===== config.mk =====
export PLATFORM = sky130hd
export DESIGN_NAME = periph_irq_enable
export DESIGN_NICKNAME = d
export VERILOG_FILES = /design/src/hw/periph_irq_pkg.sv /design/src/hw/irq_gate_bank.sv /design/src/hw/periph_irq_enable.sv
export VERILOG_INCLUDE_DIRS = /design/src /design/src/hw
export SDC_FILE = /design/constraint.sdc
export NUM_CORES = 1
export LEC_CHECK = 0
export BUFFER_PORTS_ARGS = -buffer_cell sky130_fd_sc_hd__buf_2
export CORE_MARGIN = 1
export CORE_UTILIZATION = 55
export DETAILED_ROUTE_END_ITERATION = 6
export PLACE_DENSITY = 0.78
export SYNTH_ARGS = -nofsm -noshare
export SYNTH_HDL_FRONTEND = slang
export SYNTH_SLANG_ARGS = --single-unit

===== constraint.sdc =====
create_clock -name clk -period 2.6 [get_ports clk]
set_input_delay 0.26 -clock clk [delete_from_list [all_inputs] [get_ports clk]]
set_output_delay 0.26 -clock clk [all_outputs]
set_load 0.01 [all_outputs]

===== src/hw/periph_irq_cfg.svh =====
// Purpose: Offsets, field positions and reset values of the peripheral
//          interrupt enable block
// Assumes: Byte-wide register port, word index equals printed address
// Notes:   Status and mask offsets are local choices
`ifndef PERIPH_IRQ_CFG_SVH
`define PERIPH_IRQ_CFG_SVH

`define ADDR_W              8
`define OFS_IRQ_ENABLE      8'h8c
`define OFS_CORE_CTRL       8'h8b
`define OFS_EVT_STATUS      8'h90
`define OFS_EVT_MASK        8'h91
`define RST_IRQ_ENABLE      8'h00
`define RST_CORE_CTRL       8'h00
`define RST_EVT_MASK        8'h00
`define BIT_GLOBAL_GATE     6
`define BIT_PARALLEL_PORT   7
`define BIT_ADC_DONE        6
`define BIT_SERIAL_RX       5
`define BIT_SERIAL_TX       4
`define BIT_SYNC_SERIAL     3
`define BIT_CAPCOMP1        2
`define BIT_TIMER2_MATCH    1
`define BIT_TIMER1_OVERFLOW 0
`define SOURCES_SMALL       11
`define SOURCES_LARGE       12

`endif


===== src/hw/periph_irq_pkg.sv =====
// Purpose: Types of the peripheral interrupt enable block
// Assumes: Nothing beyond the cfg header
// Notes:   Byte data throughout
package periph_irq_pkg;
	typedef logic [7:0] byte_t;
	typedef enum logic { pkg_small_t_dummy, pkg_large_t_dummy } variant_t;
endpackage : periph_irq_pkg


===== src/hw/irq_gate_bank.sv =====
// Purpose: Per-source gating of peripheral requests
// Assumes: Requests and enables on clk
// Notes:   Registered outputs
`timescale 1ns/10ps
module irq_gate_bank #(
	parameter int WIDTH = 8
) (
	input  wire logic             clk,
	input  wire logic             nrst,
	input  wire logic [WIDTH-1:0] req,
	input  wire logic [WIDTH-1:0] enable,
	input  wire logic             global_gate,
	output logic      [WIDTH-1:0] pass_q
);
	for (genvar i = 0; i < WIDTH; i++) begin : g_src
		always_ff @(posedge clk or negedge nrst) begin
			if (!nrst) begin
				pass_q[i] <= 1'b0;
			end else begin
				// Request passes only with its enable and the gate
				pass_q[i] <= req[i] & enable[i] & global_gate;
			end
		end
	end

	gate_blocks_a: assert property (
		@(posedge clk) disable iff (!nrst)
		!global_gate |=> pass_q == '0)
		else $error("Request passed while global gate low");
	enable_mask_a: assert property (
		@(posedge clk) disable iff (!nrst)
		global_gate |=> pass_q == $past(req & enable))
		else $error("Gated request mismatch");
endmodule : irq_gate_bank


===== src/hw/periph_irq_enable.sv =====
// Purpose: Peripheral interrupt enable register and request gating
// Assumes: Requests synchronous to clk, register port single cycle
// Notes:   Parallel port source exists only when LARGE_VARIANT is 1
`timescale 1ns/10ps
`include "periph_irq_cfg.svh"
module periph_irq_enable import periph_irq_pkg::*; #(
	parameter bit LARGE_VARIANT = 1'b1
) (
	input  wire logic               clk,
	input  wire logic               nrst,
	input  wire logic [`ADDR_W-1:0] addr,
	input  wire logic [7:0]         wdata,
	input  wire logic               wr_en,
	input  wire logic               rd_en,
	output logic      [7:0]         rdata_q,
	input  wire logic [7:0]         periph_req,
	output logic      [7:0]         periph_irq_q,
	output logic                    core_irq_q,
	output logic                    irq_q
);
	localparam int SOURCES = LARGE_VARIANT ? `SOURCES_LARGE
		: `SOURCES_SMALL;
	byte_t periph_irq_enable_q;
	byte_t core_irq_control_reg_q;
	byte_t evt_status_q;
	byte_t evt_mask_q;
	byte_t req_present;
	byte_t gated;
	logic  periph_irq_global_gate;
	logic  wr_enable_sel;
	logic  wr_core_sel;
	logic  wr_status_sel;
	logic  wr_mask_sel;

	// Parallel port line tied off on the small variant
	assign req_present = LARGE_VARIANT ? periph_req
		: {1'b0, periph_req[6:0]};
	assign periph_irq_global_gate =
		core_irq_control_reg_q[`BIT_GLOBAL_GATE];

	// Write decode
	assign wr_enable_sel = wr_en && addr == `OFS_IRQ_ENABLE;
	assign wr_core_sel   = wr_en && addr == `OFS_CORE_CTRL;
	assign wr_status_sel = wr_en && addr == `OFS_EVT_STATUS;
	assign wr_mask_sel   = wr_en && addr == `OFS_EVT_MASK;

	// Enable register
	always_ff @(posedge clk or negedge nrst) begin
		if (!nrst) begin
			periph_irq_enable_q <= `RST_IRQ_ENABLE;
		end else if (wr_enable_sel) begin
			periph_irq_enable_q <= wdata;
		end
	end

	// Core control register holding the global gate
	always_ff @(posedge clk or negedge nrst) begin
		if (!nrst) begin
			core_irq_control_reg_q <= `RST_CORE_CTRL;
		end else if (wr_core_sel) begin
			core_irq_control_reg_q <= wdata;
		end
	end

	irq_gate_bank #(.WIDTH(8)) u_gate (
		.clk         (clk),
		.nrst        (nrst),
		.req         (req_present),
		.enable      (periph_irq_enable_q),
		.global_gate (periph_irq_global_gate),
		.pass_q      (gated)
	);

	always_ff @(posedge clk or negedge nrst) begin
		if (!nrst) begin
			periph_irq_q <= 8'h00;
			core_irq_q   <= 1'b0;
		end else begin
			periph_irq_q <= gated;
			core_irq_q   <= |gated;
		end
	end

	// Sticky event status, set wins over write-one-to-clear
	always_ff @(posedge clk or negedge nrst) begin
		if (!nrst) begin
			evt_status_q <= 8'h00;
		end else if (wr_status_sel) begin
			evt_status_q <= (evt_status_q & ~wdata) | gated;
		end else begin
			evt_status_q <= evt_status_q | gated;
		end
	end

	always_ff @(posedge clk or negedge nrst) begin
		if (!nrst) begin
			evt_mask_q <= `RST_EVT_MASK;
		end else if (wr_mask_sel) begin
			evt_mask_q <= wdata;
		end
	end

	always_ff @(posedge clk or negedge nrst) begin
		if (!nrst) begin
			irq_q <= 1'b0;
		end else begin
			irq_q <= |(evt_status_q & evt_mask_q);
		end
	end

	// Read port, data in the cycle after the strobe
	always_ff @(posedge clk or negedge nrst) begin
		if (!nrst) begin
			rdata_q <= 8'h00;
		end else if (rd_en) begin
			case (addr)
				`OFS_IRQ_ENABLE: rdata_q <= periph_irq_enable_q;
				`OFS_CORE_CTRL:  rdata_q <= core_irq_control_reg_q;
				`OFS_EVT_STATUS: rdata_q <= evt_status_q;
				`OFS_EVT_MASK:   rdata_q <= evt_mask_q;
				default:         rdata_q <= 8'h00;
			endcase
		end else begin
			rdata_q <= 8'h00;
		end
	end

	// Register port checks
	enable_write_a: assert property (
		@(posedge clk) disable iff (!nrst)
		wr_enable_sel |=> periph_irq_enable_q == $past(wdata))
		else $error("Enable register did not take write");
	enable_hold_a: assert property (
		@(posedge clk) disable iff (!nrst)
		!wr_enable_sel
		|=> periph_irq_enable_q == $past(periph_irq_enable_q))
		else $error("Enable register changed without write");
	enable_read_a: assert property (
		@(posedge clk) disable iff (!nrst)
		rd_en && addr == `OFS_IRQ_ENABLE
		|=> rdata_q == $past(periph_irq_enable_q))
		else $error("Enable register read wrong");
	rdata_idle_a: assert property (
		@(posedge clk) disable iff (!nrst)
		!rd_en |=> rdata_q == 8'h00)
		else $error("Read data outside read cycle");
	ctrl_write_a: assert property (
		@(posedge clk) disable iff (!nrst)
		wr_core_sel
		|=> core_irq_control_reg_q == $past(wdata))
		else $error("Core control did not take write");
	mask_write_a: assert property (
		@(posedge clk) disable iff (!nrst)
		wr_mask_sel |=> evt_mask_q == $past(wdata))
		else $error("Event mask did not take write");

	// Request path checks
	gate_low_a: assert property (
		@(posedge clk) disable iff (!nrst)
		!periph_irq_global_gate |=> ##1 periph_irq_q == 8'h00)
		else $error("Output while gate low");
	core_gate_a: assert property (
		@(posedge clk) disable iff (!nrst)
		!periph_irq_global_gate |=> ##1 !core_irq_q)
		else $error("Core request while gate low");
	source_block_a: assert property (
		@(posedge clk) disable iff (!nrst)
		!periph_irq_enable_q[`BIT_ADC_DONE]
		|=> ##1 !periph_irq_q[`BIT_ADC_DONE])
		else $error("Masked source forwarded");
	parallel_en_a: assert property (
		@(posedge clk) disable iff (!nrst)
		!periph_irq_enable_q[`BIT_PARALLEL_PORT]
		|=> ##1 !periph_irq_q[`BIT_PARALLEL_PORT])
		else $error("Masked parallel request forwarded");
	small_variant_a: assert property (
		@(posedge clk) disable iff (!nrst)
		!LARGE_VARIANT |-> ##2 !periph_irq_q[`BIT_PARALLEL_PORT])
		else $error("Parallel source on small variant");
	forward_req_a: assert property (
		@(posedge clk) disable iff (!nrst)
		periph_irq_global_gate && periph_irq_enable_q[0] && periph_req[0]
		|=> ##1 periph_irq_q[0])
		else $error("Enabled request not forwarded");
	source_count_a: assert property (
		@(posedge clk)
		SOURCES == (LARGE_VARIANT ? 12 : 11))
		else $error("Source count wrong");

	// Event status and interrupt checks
	status_set_a: assert property (
		@(posedge clk) disable iff (!nrst)
		|gated |=> (evt_status_q & $past(gated)) == $past(gated))
		else $error("Event not recorded in status");
	status_clear_a: assert property (
		@(posedge clk) disable iff (!nrst)
		wr_status_sel
		|=> (evt_status_q & $past(wdata & ~gated)) == 8'h00)
		else $error("Status bit not cleared by write");
	status_hold_a: assert property (
		@(posedge clk) disable iff (!nrst)
		!wr_status_sel
		|=> (evt_status_q & $past(evt_status_q)) == $past(evt_status_q))
		else $error("Status bit lost without write");
	irq_level_a: assert property (
		@(posedge clk) disable iff (!nrst)
		|(evt_status_q & evt_mask_q) |=> irq_q)
		else $error("Interrupt output missing");
	irq_low_a: assert property (
		@(posedge clk) disable iff (!nrst)
		(evt_status_q & evt_mask_q) == 8'h00 |=> !irq_q)
		else $error("Interrupt output without unmasked event");

	fwd_c: cover property (@(posedge clk) disable iff (!nrst) |periph_irq_q);
	irq_c: cover property (@(posedge clk) disable iff (!nrst) irq_q);
	gate_c: cover property (@(posedge clk) disable iff (!nrst)
		periph_irq_global_gate && periph_irq_enable_q == 8'hff);
	collide_c: cover property (@(posedge clk) disable iff (!nrst)
		wr_status_sel && |(gated & wdata));
	irq_drop_c: cover property (@(posedge clk) disable iff (!nrst)
		irq_q ##1 !irq_q);
endmodule : periph_irq_enable


==> results by group <==
Worst setup path
  • Max FO, Critical Path: 19
  • WP data arrival: 1.76 ns
  • Required time worst endpoint: 2.82 ns
  • Crit. End Element: register
  • Critical path launch point type: primary input
  • CP Class: in2reg

Placement
  • I/O Buffers: 45
  • GPL Wtd Cong: 0.8947
  • Detailed-placement wirelength estimate: 4.019 mm
  • Post-DP Area: 2854 sq um
  • DP Worst Slack: 0.7268 ns

Die
  • Row count: 24
  • Die ar.: 4983 sq um
  • DIE WIDTH: 70.59 um
  • Core area: 4444 sq um
  • # IOs: 46
  • Die H: 70.59 um
  • Initial core utilization: 58.22%

Layout
  • Number of fill cells in the layout: 340
  • Final core occ: 68.30%
  • Share of layout cells above drive strength 1: 42.39%
  • ANT cells: 0
  • Fin area: 3035 sq um
  • Area Overhead vs Synth: 17.31%
  • Fin nets: 266

Clocking
  • CTS Buf Count: 9
  • Resized Gates After CTS: 0
  • CTS Hold Buffers Added: 1
  • Clock Latency Late Sink: 0.34 ns
  • CTS root buffer: clkbuf_8
  • Post-CTS Setup Bufs: 0
  • CTS tree: built
  • CTS max path bufs: 2
  • Clock transition at the registers of the reported paths: 0.06 ns
  • CTS Sinks: 58
  • H-tree depth: 3

Yosys
  • Multiplexer share of the synthesized area: 13.93%
  • Sequential fraction of the synthesis area: 56.09%
  • Count leader, synth: dfrtp_1
  • Synthesized area per cell: 13.69 sq um
  • Most used DFF post-synth: dfrtp_1
  • Synth area leaders: dfrtp_1 56%, mux2_2 14%, nand4_1 4.1%
  • Synth Area in Simple Gates: 17.65%
  • Syn_nets: 217
  • Post-synthesis compound-gate area fraction: 8.994%
  • Mapped Cells: 189
  • Synth top area share: 56.09%
  • Cell taking the most area after synthesis: dfrtp_1
  • Post-synthesis xor/xnor area fraction: 0%
  • Post-synthesis cell type count: 26
  • Post-synth ARST share: 100.0%
  • Synth top cells by count: 58 x dfrtp_1, 32 x mux2_2, 17 x nand4_1, 9 x and3_1, 9 x nor4bb_1
  • Mapped cell area: 2587 sq um
  • Post-synth EDFFs: 0
  • Main combinational cell family by area after synthesis: simple AND/OR/NAND/NOR gates
  • Number of register bits inferred by synthesis: 58
  • YS warnings: 0
  • Post-synthesis adder-cell area fraction: 0%

Status
  • Failing checks: design-rule violations
  • Run status: finished with violations

STA
  • Final Setup Violations: 0
  • Fin. Hold Viols: 0
  • Fin crit period: 1.536 ns
  • Normalized max-slew margin: 54.60%
  • Final WS setup: 1.064 ns
  • Fin. max-slew vios: 0
  • Clk_skew: 0.007552 ns
  • Unrepaired setup endpoints after global routing: no
  • Post-route clock period utilization: 59.08%
  • FMAX: 651.0 MHz
  • Setup tns final: 0 ns
  • Measured slew at the worst slew-check pin: 0.6810 ns

Routing
  • Initial DRT Pass Iterations: 6
  • DR vias: 1818
  • Final ANT Viol Nets: 0
  • DRC: 4
  • Vias/cell: 6.163
  • Wire per inst: 19.04 um
  • Iteration-0 DRC Markers: 108
  • Routed WL: 5.617 mm

GRT
  • Number of global-route vias before repair: 1758
  • Largest net degree at the start of global routing: 31
  • Initial antenna violation count: 0
  • Total GRT Usage: 25.76%
  • First-pass GRT wire length: 9.308 mm
  • Congestion Overflow GR: 0

Power
  • LEAKAGE: 1.609 nW
  • Power density over the cells: 589.5 nW/um^2
  • Peak VDD IR: 0.4499 mV
  • Power Total: 1.789 mW

Hold path
  • Hold Path Class: in2reg

Run
  • # Max-Cap Violations: 0
## worst max-delay path, cell delays in order
cell and delay [ns]:
buf_2 0.10, nor3b_2 0.29, buf_4 0.28, and3_1 0.42, mux2_2 0.40
## registers in the layout, indices dropped and copies added, names as in the netlist
register                count
periph_irq_enable_q         8
u_gate.pass_q               8
evt_mask_q                  8
irq_q                       1
core_irq_q                  1
evt_status_q                8
core_irq_control_reg_q      8
rdata_q                     8
periph_irq_q                8
## worst paths after layout
kind	slack (ns)	end	cells after the start	from
setup / recovery	1.06	evt_mask_q[7]	5	addr[5]
hold / removal	0.15	u_gate.pass_q[7]	2	periph_req[7]
setup reg to reg	1.26	rdata_q[6]	3	core_irq_control_reg_q[6]
hold reg to reg	0.40	periph_irq_q[6]	0	u_gate.pass_q[6]
max in group asynchronous	1.53	rdata_q[1]	3	nrst
min in group asynchronous	0.50	periph_irq_q[4]	2	nrst
## routing by layer
layer  track usage [%]  wire length, um  vias to the layer above
li1                  -                -                      842
met1             35.47             2509                      896
met2             38.08             2655                       56
met3             7.692              275                       24
met4             12.00              176                        0
met5                 0                0                        -
## logic make-up after synthesis
kind of cell	after synthesis
AO/OA/AOI/OAI	29
buffers and inverters	15
flip-flops	58
multiplexers	32
AND/OR/NAND/NOR	55
## power by group
group | internal [mW] | switching [mW]
logic | 0.0566 | 0.0744
clock network | 0.366 | 0.348
registers | 0.926 | 0.0189
## through the flow
stage | instances | hold WS [ns]
3_5_place_dp | 278 | 0.3340
6_report | 295 | 0.1540
5_1_grt | 295 | 0.1461
4_1_cts | 295 | 0.1443
3_3_place_gp | 278 | 0.3270
2_1_floorplan | 189 | -0.03559
## cells in the final DEF, fill, tap and decap left out
master / n
nand2_1: 1
nand4_1: 17
o211ai_1: 8
clkinv_2: 3
nand4_4: 1
nor3b_4: 2
dlygate4sd3_1: 1
and3b_1: 2
inv_1: 1
nor2b_1: 1
clkbuf_8: 10
mux2_2: 32
and4b_1: 8
o211ai_2: 1
clkinvlp_4: 2
dfrtp_1: 58
clkbuf_1: 1
nor4_1: 2
a221oi_1: 8
clkinv_1: 1
a22oi_1: 4
buf_2: 45
nor4bb_1: 9
nor3b_2: 1
nand3_1: 1
buf_12: 1
buf_4: 4
and3_1: 9
nand4_2: 1
a21o_1: 8
## final cells by class
cell class / count / area, sq um / area share, %
sequential: 58 / 1451 / 47.82
multi-input combinational: 116 / 1055 / 34.75
timing repair buffer: 51 / 285.3 / 9.398
clock buffer: 11 / 141.4 / 4.658
tap: 52 / 65.06 / 2.143
clock inverter: 5 / 30.03 / 0.9893
inverter: 2 / 7.507 / 0.2473
No activity file was read; power rests on OpenSTA's default activity.
